===== src/sts_pkg.sv =====
// Package for the startup self-test state sequencer.
// Assumes a single 250 MHz system clock and an active-low asynchronous reset.
package sts_pkg;

	localparam int          REF_CLK_MHZ     = 250;
	localparam int          ERR_DELAY_S     = 3;
	localparam int unsigned ERR_DELAY_CYC   = ERR_DELAY_S * REF_CLK_MHZ * 1000000;
	localparam int          ERR_CNT_W       = 30;
	localparam int          SYNC_STAGES     = 2;

	// Display codes driven to the display output.
	localparam logic [2:0]  DISP_NONE       = 3'h0;
	localparam logic [2:0]  DISP_INIT       = 3'h1;
	localparam logic [2:0]  DISP_ERROR      = 3'h2;
	localparam logic [2:0]  DISP_ONLINE     = 3'h3;
	localparam logic [2:0]  DISP_OFFLINE    = 3'h4;

	// Reasons latched on entry to the error state.
	localparam logic [3:0]  CAUSE_NONE      = 4'h0;
	localparam logic [3:0]  CAUSE_HW        = 4'h1;
	localparam logic [3:0]  CAUSE_SELF      = 4'h2;
	localparam logic [3:0]  CAUSE_INTEG     = 4'h3;
	localparam logic [3:0]  CAUSE_COND      = 4'h4;
	localparam logic [3:0]  CAUSE_EXT       = 4'h5;

	typedef enum logic [9:0] {
		ST_OFF     = 10'h001,
		ST_PWRON   = 10'h002,
		ST_HWTEST  = 10'h004,
		ST_SELF    = 10'h008,
		ST_INTEG   = 10'h010,
		ST_IDLE    = 10'h020,
		ST_ONLINE  = 10'h040,
		ST_OFFLINE = 10'h080,
		ST_ERROR   = 10'h100,
		ST_SPARE   = 10'h200
	} sts_state_t;

	// One-cycle pass and fail strobe from a test stage.
	typedef struct packed {
		logic pass;
		logic fail;
	} sts_result_t;

	// Hardware check fault sources.
	typedef struct packed {
		logic sensorInitFail;
		logic hardFault;
	} sts_hw_fault_t;

	// Self-test fault sources.
	typedef struct packed {
		logic knownAnswerMismatch;
		logic rngRepeat;
		logic keyPairMismatch;
	} sts_self_fault_t;

	// Outward request and output gating.
	typedef struct packed {
		logic usbReqEn;
		logic sensorReqEn;
		logic switchReqEn;
		logic usbTxEn;
		logic displayEn;
		logic approvedOpsEn;
		logic statusEn;
	} sts_gate_t;

endpackage : sts_pkg


===== src/sts_sync.sv =====
// Two flip-flop synchroniser for a group of level inputs.
// Assumes inputs are asynchronous to ref_clk.
`timescale 1ns/100ps
module sts_sync #(
	parameter int WIDTH = 1
) (
	input  wire logic             ref_clk,
	input  wire logic             rst_b,
	input  wire logic [WIDTH-1:0] asyncIn,
	output logic      [WIDTH-1:0] syncOut
);

	logic [WIDTH-1:0] stage1_reg;

	always_ff @(posedge ref_clk or negedge rst_b) begin
		if (!rst_b) begin
			stage1_reg <= '0;
			syncOut    <= '0;
		end else begin
			stage1_reg <= asyncIn;
			syncOut    <= stage1_reg;
		end
	end

endmodule : sts_sync


===== src/sts_check_eval.sv =====
// Folds fault sources and a done strobe into one pass or fail strobe.
// Assumes faults and done are single-cycle strobes on ref_clk.
`timescale 1ns/100ps
module sts_check_eval #(
	parameter int NFAULT = 2
) (
	input  wire logic              ref_clk,
	input  wire logic              rst_b,
	input  wire logic              armed,
	input  wire logic              done,
	input  wire logic [NFAULT-1:0] faults,
	output sts_pkg::sts_result_t   result
);

	logic anyFault;

	assign anyFault = |faults;

	// A fault wins over a simultaneous done; the result is held one cycle.
	always_ff @(posedge ref_clk or negedge rst_b) begin
		if (!rst_b) begin
			result <= '0;
		end else begin
			result.fail <= armed & anyFault;
			result.pass <= armed & done & ~anyFault;
		end
	end

endmodule : sts_check_eval


===== src/sts_startup_sequencer.sv =====
// Top-level operating-state sequencer of the token device.
// Assumes test engines strobe done and faults on ref_clk; pin inputs are asynchronous.
`timescale 1ns/100ps
module sts_startup_sequencer #(
	parameter int unsigned ERR_DELAY = sts_pkg::ERR_DELAY_CYC
) (
	input  wire logic                   ref_clk,
	input  wire logic                   rst_b,
	input  wire logic                   powerButton,
	input  wire logic                   usbAttached,
	input  wire logic                   initDone,
	input  wire logic                   hwTestDone,
	input  wire sts_pkg::sts_hw_fault_t hwFault,
	input  wire logic                   selfTestDone,
	input  wire sts_pkg::sts_self_fault_t selfFault,
	input  wire logic                   integDone,
	input  wire logic [31:0]            fwCheckValue,
	input  wire logic [31:0]            fwRefValue,
	input  wire logic                   condRngRepeat,
	input  wire logic                   condKeyPairMismatch,
	input  wire logic                   extError,
	input  wire logic                   hostPowerOff,
	input  wire logic                   usbReq,
	input  wire logic                   sensorReq,
	input  wire logic                   switchReq,
	output sts_pkg::sts_state_t         state,
	output logic                        hwTestStart,
	output logic                        selfTestStart,
	output logic                        integStart,
	output logic                        approvedMode,
	output logic                        approvedIcon,
	output logic [2:0]                  displayCode,
	output logic                        powerEnable,
	output logic [3:0]                  errorCause,
	output sts_pkg::sts_gate_t          gate,
	output logic                        usbReqTaken,
	output logic                        sensorReqTaken,
	output logic                        switchReqTaken
);

	sts_pkg::sts_state_t state_reg;
	sts_pkg::sts_state_t state_next;
	sts_pkg::sts_result_t hwResult;
	sts_pkg::sts_result_t selfResult;
	sts_pkg::sts_result_t integResult;
	logic [2:0]          pinSync;
	logic                buttonSync;
	logic                usbSync;
	logic                switchSync;
	logic                buttonPrev_reg;
	logic                buttonRise;
	logic                condFail;
	logic                integMismatch;
	logic                approved_reg;
	logic [3:0]          cause_reg;
	logic [3:0]          cause_next;
	logic [sts_pkg::ERR_CNT_W-1:0] errCnt_reg;
	logic                errDelayDone;
	logic                hwArmed;
	logic                selfArmed;
	logic                integArmed;
	logic [2:0]          disp_reg;

	sts_sync #(
		.WIDTH(3)
	) u_pin_sync (
		.ref_clk (ref_clk),
		.rst_b   (rst_b),
		.asyncIn ({powerButton, usbAttached, switchReq}),
		.syncOut (pinSync)
	);

	assign buttonSync = pinSync[2];
	assign usbSync    = pinSync[1];
	assign switchSync = pinSync[0];
	assign buttonRise = buttonSync & ~buttonPrev_reg;

	always_ff @(posedge ref_clk or negedge rst_b) begin
		if (!rst_b) begin
			buttonPrev_reg <= 1'b0;
		end else begin
			buttonPrev_reg <= buttonSync;
		end
	end

	assign hwArmed    = (state_reg == sts_pkg::ST_HWTEST);
	assign selfArmed  = (state_reg == sts_pkg::ST_SELF);
	assign integArmed = (state_reg == sts_pkg::ST_INTEG);

	sts_check_eval #(
		.NFAULT(2)
	) u_hw_eval (
		.ref_clk (ref_clk),
		.rst_b   (rst_b),
		.armed   (hwArmed),
		.done    (hwTestDone),
		.faults  ({hwFault.sensorInitFail, hwFault.hardFault}),
		.result  (hwResult)
	);

	sts_check_eval #(
		.NFAULT(3)
	) u_self_eval (
		.ref_clk (ref_clk),
		.rst_b   (rst_b),
		.armed   (selfArmed),
		.done    (selfTestDone),
		.faults  ({selfFault.knownAnswerMismatch, selfFault.rngRepeat, selfFault.keyPairMismatch}),
		.result  (selfResult)
	);

	assign integMismatch = integDone & (fwCheckValue != fwRefValue);

	sts_check_eval #(
		.NFAULT(1)
	) u_integ_eval (
		.ref_clk (ref_clk),
		.rst_b   (rst_b),
		.armed   (integArmed),
		.done    (integDone),
		.faults  (integMismatch),
		.result  (integResult)
	);

	assign condFail = condRngRepeat | condKeyPairMismatch;

	assign errDelayDone = (errCnt_reg >= ERR_DELAY[sts_pkg::ERR_CNT_W-1:0] - 1'b1);

	always_comb begin
		state_next = state_reg;
		cause_next = sts_pkg::CAUSE_NONE;
		unique case (state_reg)
			sts_pkg::ST_OFF: begin
				if (buttonRise) begin
					state_next = sts_pkg::ST_PWRON;
				end
			end
			sts_pkg::ST_PWRON: begin
				if (initDone) begin
					state_next = sts_pkg::ST_HWTEST;
				end
			end
			sts_pkg::ST_HWTEST: begin
				if (hwResult.fail) begin
					state_next = sts_pkg::ST_ERROR;
					cause_next = sts_pkg::CAUSE_HW;
				end else if (hwResult.pass) begin
					state_next = sts_pkg::ST_SELF;
				end
			end
			sts_pkg::ST_SELF: begin
				if (selfResult.fail) begin
					state_next = sts_pkg::ST_ERROR;
					cause_next = sts_pkg::CAUSE_SELF;
				end else if (selfResult.pass) begin
					state_next = sts_pkg::ST_INTEG;
				end
			end
			sts_pkg::ST_INTEG: begin
				if (integResult.fail) begin
					state_next = sts_pkg::ST_ERROR;
					cause_next = sts_pkg::CAUSE_INTEG;
				end else if (integResult.pass) begin
					state_next = sts_pkg::ST_IDLE;
				end
			end
			sts_pkg::ST_IDLE: begin
				state_next = usbSync ? sts_pkg::ST_ONLINE : sts_pkg::ST_OFFLINE;
			end
			sts_pkg::ST_ONLINE: begin
				if (condFail) begin
					state_next = sts_pkg::ST_ERROR;
					cause_next = sts_pkg::CAUSE_COND;
				end else if (hostPowerOff) begin
					state_next = sts_pkg::ST_OFF;
				end else if (!usbSync) begin
					state_next = sts_pkg::ST_OFFLINE;
				end
			end
			sts_pkg::ST_OFFLINE: begin
				if (condFail) begin
					state_next = sts_pkg::ST_ERROR;
					cause_next = sts_pkg::CAUSE_COND;
				end else if (usbSync) begin
					state_next = sts_pkg::ST_ONLINE;
				end
			end
			sts_pkg::ST_ERROR: begin
				if (errDelayDone) begin
					state_next = sts_pkg::ST_OFF;
				end
			end
			default: begin
				state_next = sts_pkg::ST_ERROR;
				cause_next = sts_pkg::CAUSE_EXT;
			end
		endcase
		if (extError && state_reg != sts_pkg::ST_OFF && state_reg != sts_pkg::ST_ERROR) begin
			state_next = sts_pkg::ST_ERROR;
			cause_next = sts_pkg::CAUSE_EXT;
		end
	end

	always_ff @(posedge ref_clk or negedge rst_b) begin
		if (!rst_b) begin
			state_reg <= sts_pkg::ST_OFF;
		end else begin
			state_reg <= state_next;
		end
	end

	always_ff @(posedge ref_clk or negedge rst_b) begin
		if (!rst_b) begin
			cause_reg <= sts_pkg::CAUSE_NONE;
		end else if (state_next == sts_pkg::ST_ERROR && state_reg != sts_pkg::ST_ERROR) begin
			cause_reg <= cause_next;
		end else if (state_next == sts_pkg::ST_PWRON) begin
			cause_reg <= sts_pkg::CAUSE_NONE;
		end
	end

	always_ff @(posedge ref_clk or negedge rst_b) begin
		if (!rst_b) begin
			errCnt_reg <= '0;
		end else if (state_reg != sts_pkg::ST_ERROR) begin
			errCnt_reg <= '0;
		end else if (!errDelayDone) begin
			errCnt_reg <= errCnt_reg + 1'b1;
		end
	end

	always_ff @(posedge ref_clk or negedge rst_b) begin
		if (!rst_b) begin
			approved_reg <= 1'b0;
		end else if (state_next == sts_pkg::ST_ERROR || state_next == sts_pkg::ST_OFF
				|| state_next == sts_pkg::ST_PWRON) begin
			approved_reg <= 1'b0;
		end else if (state_reg == sts_pkg::ST_INTEG && state_next == sts_pkg::ST_IDLE) begin
			approved_reg <= 1'b1;
		end
	end

	// Start strobes fire in the first cycle of each test stage.
	always_ff @(posedge ref_clk or negedge rst_b) begin
		if (!rst_b) begin
			hwTestStart    <= 1'b0;
			selfTestStart  <= 1'b0;
			integStart     <= 1'b0;
		end else begin
			hwTestStart    <= (state_next == sts_pkg::ST_HWTEST) && (state_reg != sts_pkg::ST_HWTEST);
			selfTestStart  <= (state_next == sts_pkg::ST_SELF) && (state_reg != sts_pkg::ST_SELF);
			integStart     <= (state_next == sts_pkg::ST_INTEG) && (state_reg != sts_pkg::ST_INTEG);
		end
	end

	always_ff @(posedge ref_clk or negedge rst_b) begin
		if (!rst_b) begin
			disp_reg <= sts_pkg::DISP_NONE;
		end else begin
			unique case (state_next)
				sts_pkg::ST_HWTEST:  disp_reg <= sts_pkg::DISP_INIT;
				sts_pkg::ST_ERROR:   disp_reg <= sts_pkg::DISP_ERROR;
				sts_pkg::ST_ONLINE:  disp_reg <= sts_pkg::DISP_ONLINE;
				sts_pkg::ST_OFFLINE: disp_reg <= sts_pkg::DISP_OFFLINE;
				default:             disp_reg <= sts_pkg::DISP_NONE;
			endcase
		end
	end

	always_comb begin
		gate               = '0;
		gate.usbReqEn      = approved_reg && (state_reg == sts_pkg::ST_ONLINE);
		gate.sensorReqEn   = approved_reg
			&& (state_reg == sts_pkg::ST_ONLINE || state_reg == sts_pkg::ST_OFFLINE);
		gate.switchReqEn   = (state_reg == sts_pkg::ST_ONLINE || state_reg == sts_pkg::ST_OFFLINE);
		gate.usbTxEn       = approved_reg && (state_reg == sts_pkg::ST_ONLINE);
		gate.displayEn     = (state_reg != sts_pkg::ST_SELF) && (state_reg != sts_pkg::ST_OFF);
		gate.approvedOpsEn = approved_reg && (state_reg != sts_pkg::ST_ERROR);
		gate.statusEn      = (state_reg != sts_pkg::ST_OFF);
	end

	assign usbReqTaken    = usbReq & gate.usbReqEn;
	assign sensorReqTaken = sensorReq & gate.sensorReqEn;
	assign switchReqTaken = switchSync & gate.switchReqEn;

	assign state        = state_reg;
	assign approvedMode = approved_reg;
	assign approvedIcon = approved_reg & gate.displayEn;
	assign displayCode  = gate.displayEn ? disp_reg : sts_pkg::DISP_NONE;
	assign powerEnable  = (state_reg != sts_pkg::ST_OFF);
	assign errorCause   = cause_reg;

endmodule : sts_startup_sequencer


===== config.mk =====
export PLATFORM = sky130hd
export DESIGN_NAME = sts_startup_sequencer
export DESIGN_NICKNAME = d
export VERILOG_FILES = /design/src/sts_pkg.sv /design/src/sts_sync.sv /design/src/sts_check_eval.sv /design/src/sts_startup_sequencer.sv
export SDC_FILE = /design/constraint.sdc
export NUM_CORES = 1
export LEC_CHECK = 0
export BUFFER_PORTS_ARGS = -buffer_cell sky130_fd_sc_hd__clkbuf_2
export CAP_MARGIN = 15
export CELL_PAD_IN_SITES_DETAIL_PLACEMENT = 0
export CELL_PAD_IN_SITES_GLOBAL_PLACEMENT = 2
export CORE_MARGIN = 1
export CORE_UTILIZATION = 30
export DETAILED_ROUTE_END_ITERATION = 8
export GPL_ROUTABILITY_DRIVEN = 0
export GPL_TIMING_DRIVEN = 0
export HOLD_SLACK_MARGIN = 0.03
export MAX_ROUTING_LAYER = met4
export PLACE_DENSITY = 0.81
export SLEW_MARGIN = 10
export SYNTH_ARGS = -nofsm -noshare
export SYNTH_HDL_FRONTEND = slang
export SYNTH_SLANG_ARGS = --single-unit

===== constraint.sdc =====
create_clock -name ref_clk -period 3.8 [get_ports ref_clk]
set_input_delay 0.19 -clock ref_clk [delete_from_list [all_inputs] [get_ports ref_clk]]
set_output_delay 0.19 -clock ref_clk [all_outputs]
set_load 0.05 [all_outputs]

== Word level (Yosys, flattened, before mapping) ==
Cells that the tools add are included.

* Flip-flop bits (word level): 64
* Latch bits: 0
* Memory bits (writable): 0
* Bits in read-only memories: 0
* Memories: 0

* $add $sub $neg: 1
* Multipliers: 0
* Div/mod/pow operators: 0
* $lt $le $gt $ge: 1
* Equal/unequal tests: 25
* Shifts and indexed selects: 0
* Mux-type cells: 31
* Bitwise operators: 20
* Reductions and logical operators: 20

{| class="wikitable"
|+ Operators by type and width
! kind !! number
|-
| 10-bit two-way mux || 15
|-
| 10-bit case mux with 9 select lines || 1
|-
| 30-bit two-way mux || 2
|-
| 32-bit != test || 1
|-
| 30-bit by 1-bit adder with 30-bit output, second input constant || 1
|-
| 30-bit >= comparator, second input constant || 1
|-
| 10-bit by 1-bit equality test with 1-bit output, second input constant || 2
|-
| 10-bit by 2-bit equality test with 1-bit output, second input constant || 2
|-
| 10-bit by 3-bit equality test with 1-bit output, second input constant || 2
|-
| 10-bit by 4-bit equality test with 1-bit output, second input constant || 2
|-
| 10-bit by 5-bit equality test with 1-bit output, second input constant || 2
|-
| 10-bit by 6-bit equality test with 1-bit output, second input constant || 2
|-
| 10-bit by 7-bit equality test with 1-bit output, second input constant || 2
|-
| 10-bit by 8-bit equality test with 1-bit output, second input constant || 2
|-
| 10-bit by 9-bit equality test with 1-bit output, second input constant || 2
|-
| 1-bit AND || 15
|-
| 3-bit case mux with 5 select lines || 1
|-
| 4-bit two-way mux || 3
|-
| 3-bit case mux with 4 select lines || 1
|-
| 1-bit logical AND || 11
|-
| 10-bit by 1-bit != test with 1-bit output, second input constant || 1
|-
| 10-bit by 3-bit != test with 1-bit output, second input constant || 1
|-
| 10-bit by 4-bit != test with 1-bit output, second input constant || 1
|-
| 10-bit by 5-bit != test with 1-bit output, second input constant || 1
|-
| 13 further kinds || 24
|}

== Depth between registers and ports, before layout ==
* Depth in word-level cells: 9
* Gate-level depth with buffers: 9

== Modules after synthesis ==
From an unflattened synthesis, not the netlist that was laid out.

* Cell total of the unflattened synthesis: 404
* Area total of the unflattened synthesis: 3886.2 um^2

{| class="wikitable"
|+ By module, submodules not included
! module !! instances !! cells an instance !! area each (um^2) !! sequential area each (um^2)
|-
| sts_startup_sequencer || 1 || 385 || 3527.1 || 1277.5
|-
| sts_sync || 1 || 6 || 150.1 || 150.1
|-
| sts_check_eval at u_self_eval || 1 || 5 || 72.6 || 50.0
|-
| sts_check_eval at u_hw_eval || 1 || 4 || 70.1 || 50.0
|-
| sts_check_eval at u_integ_eval || 1 || 4 || 66.3 || 50.0
|}

== Least setup slack after synthesis ==
Ideal clock, no wire load.

* Path type: register to output
* Start: register state_reg[2] (netlist: state[2])
* End: output port sensorReqTaken
* Data arrival time: 3.328 ns
* Path slack: 0.282 ns
* Cell stages (with the launch flop): 6
* Path buffers: 1
* Path through: dfrtp_1 clkbuf_1 nor4_2 and3_1 a21boi_0 and3_1

{| class="wikitable"
|+ RTL lines
! item !! RTL line !! source
|-
| from (decl) || sts_startup_sequencer.sv:41 || <nowiki>sts_pkg::sts_state_t state_reg;</nowiki>
|-
| from (signal assigned) || sts_startup_sequencer.sv:206 || <nowiki>state_reg <= sts_pkg::ST_OFF;</nowiki>
|-
| from (signal assigned) || sts_startup_sequencer.sv:208 || <nowiki>state_reg <= state_next;</nowiki>
|-
| to (decl) || sts_startup_sequencer.sv:37 || <nowiki>output logic sensorReqTaken,</nowiki>
|}

==> metrics <==
Final WS setup 0.739 ns; Fin Hold WS 0.0528 ns; synthesized flop and latch total 63; clk_lat worst skew 0.33 ns; number of I/O port buffers 115; largest net degree at the start of global routing 52; hpwl dp 8590 um; total global routing overflow 0; fillers 1232; Die Area 13100 um2; top-area cell type share of the netlist area 40.9%; Yosys cell types 52; clock power share 47.9%; Detailed Route WL 11100 um; share of layout cells above drive strength 1 26.1%; TritonCTS clock tree done; Worst EP arrival 2.87 ns; Worst Path Required 3.61 ns; die extent in y 114 um; Pwr Density 329 nW/um2; clk buf depth 2; Slew headroom 31.7%; first-pass GRT wire length 18200 um; number of diodes 0; TritonCTS Buffers 9; Cells after Synth 430; Primary FF master, synth dfrtp_1; Root Buffer clkbuf_16; vias in the first global route 3643; Sequential Power Share 42.3%; switching share of power 26.0%; syn avg cell area 8.82 um2; clk sinks 63; EDFF count, synth 0; Final Critical Period 3.06 ns; Logic pwr share 9.8%; Starting Density 31.2%; worst-margin pin slew 1.01 ns; status complete, no violations; VDD IR-drop max 0.207 mV; final total power 1.62 mW; chip width 114 um; via count 3715; Final Hold Fails 0; Hold WC Path Type in -> reg; async set-reset flop share out of synthesis 100%; R2R setup slack 0.75 ns; CP Launch Type flip-flop; final setup violation count 0; crit share post-route 80.5%; io pins 117; Int Pwr 1.20 mW; Post-CTS Setup Bufs 0; FMAX 327 MHz; row count 40; sum of negative setup slack 0 ns; Final Max Tran Viols 0; WL/cell 15.1 um; CTS resizes 0; clk_skew 0.00505 ns; Initial DRC Count 246; cell taking the most area after synthesis dfrtp_1; drt pass-1 iters 5; Mapped Area 3790 um2; flip-flop count of the largest register after layout 30; # DRC 0; Post-DRT Antenna Nets 0; register area share after synthesis 41.6%; synthesis warning total 0; switching power total 423 uW; Leak 2.15 nW; Setup CP Type reg -> out; initial antenna violation count 0; total track usage 18.5%; Clk pin slew, worst setup/hold paths 0.06 ns; # H-tree levels 3; Multi-input gate area 2100 um2; RSZ-0062 raised after global routing no; CP endpoint kind primary output; core area 12200 um2; post-place setup slack 0.813 ns; Seq. cell area 1580 um2; Synth area leaders dfrtp_1, xor2_1, nand2_1; Max-Cap Viols 0; Syn-to-layout area delta 30.1%; CP Max Fanout 10; Nets 647; via density per instance 5.05
-- repair_timing --
action                     CTS  global route
hold endpoints to repair    15             0
hold buffers                 4             0
setup endpoints to repair    0             0
-- synth_stat cells (10+ instances only) --
library cell and n:
o21ai_0 14, nand4_1 18, nor2_1 38, nand2_1 39
or4_1 19, nor3_1 10, nand3_1 14, o31ai_1 10
dfrtp_1 62, and2_1 15, xor2_1 32, a21oi_1 29
clkbuf_1 18, or3_1 16, nor4_1 12
-- cells in the final DEF (no fill, tap or decap), types with 2 or more instances in the layout --
cell type | Yosys | routed
a21boi_0 | 2 | 2
a21oi_1 | 29 | 29
a31oi_1 | 4 | 4
and2_1 | 15 | 15
and3_1 | 8 | 8
buf_4 | 3 | 3
clkbuf_1 | 18 | 18
clkbuf_16 | 0 | 9
clkbuf_2 | 0 | 114
clkinv_4 | 0 | 2
conb_1 | 1 | 2
dfrtp_1 | 62 | 62
dlygate4sd3_1 | 0 | 4
inv_1 | 4 | 4
inv_6 | 0 | 3
mux2i_1 | 2 | 2
nand2_1 | 39 | 39
nand2b_1 | 8 | 8
nand3_1 | 14 | 14
nand4_1 | 18 | 18
nand4b_1 | 2 | 2
nor2_1 | 38 | 38
nor2b_1 | 5 | 5
nor3_1 | 10 | 10
nor4_1 | 12 | 12
nor4b_1 | 3 | 3
o211ai_1 | 6 | 6
o21a_1 | 4 | 4
o21ai_0 | 14 | 14
o31ai_1 | 10 | 10
or2_2 | 4 | 4
or3_1 | 16 | 16
or4_1 | 19 | 19
or4b_4 | 2 | 2
xnor2_1 | 5 | 5
xor2_1 | 32 | 32
-- routing by layer --
metal | wire [um] | track usage (%)
met1 | 5230 | 25.5
met2 | 5100 | 28.3
met3 | 689 | 2.54
met4 | 88 | 5.28
met5 | 0 | -
-- worst paths after layout --
check	from	endpoint	cells past startpoint
max in group asynchronous	rst_b	state[0]	3
hold reg to reg	u_pin_sync.stage1_reg[0]	u_pin_sync.syncOut[0]	0
setup reg to reg	state[2]	approvedMode	7
min in group asynchronous	rst_b	errCnt_reg[11]	2
setup / recovery	state[2]	gate[1]	6
hold / removal	hwTestDone	u_hw_eval.result[1]	3
-- critical path: stages, from the launching register on --
cell	delay, ns
dfrtp_1	0.38
clkbuf_1	0.24
nor4_2	0.61
or4b_4	0.57
clkbuf_1	0.27
and2_1	0.24
clkbuf_2	0.23
-- power groups by stage --
stage               clock, mW  sequential [mW]  combinational, mW
finish                  0.777            0.687              0.158
global route            0.823            0.688              0.177
CTS                     0.794            0.687              0.162
detailed placement          0            0.699              0.158
global placement            0            0.699              0.153
floorplan                   0            0.702             0.0678
-- kinds of logic (layout without fill, tap and decap cells) --
group,count (synthesis),in the layout,synth area share (%)
simple gates,220,220,32.5
compound gates,80,80,13.4
xor+xnor,37,37,8.54
fa+ha+maj,1,1,0.330
other cells,1,2,0.0988
flops,63,63,41.6
buf+inv,26,162,3.07
mux,2,2,0.528
-- layout make-up --
cell class                      count  share of cell area, %
Buffer                             22                   2.05
Clock buffer                        9                   4.56
Clock inverter                      7                   1.14
Inverter                            4                  0.304
Multi-Input combinational cell    342                   42.6
Sequential cell                    63                   32.0
Tap cell                          168                   4.26
Timing Repair Buffer              120                   13.1
-- per-stage QoR --
step                      util (%)  cell area, um2  cells
after global placement        37.7            4580    714
final                         40.6            4930    735
after CTS                     40.6            4930    735
after global routing          40.6            4930    735
after floorplan                  -            3800    431
after detailed placement      37.9            4610    715
Note: power is estimated with default switching activity, not from simulation.
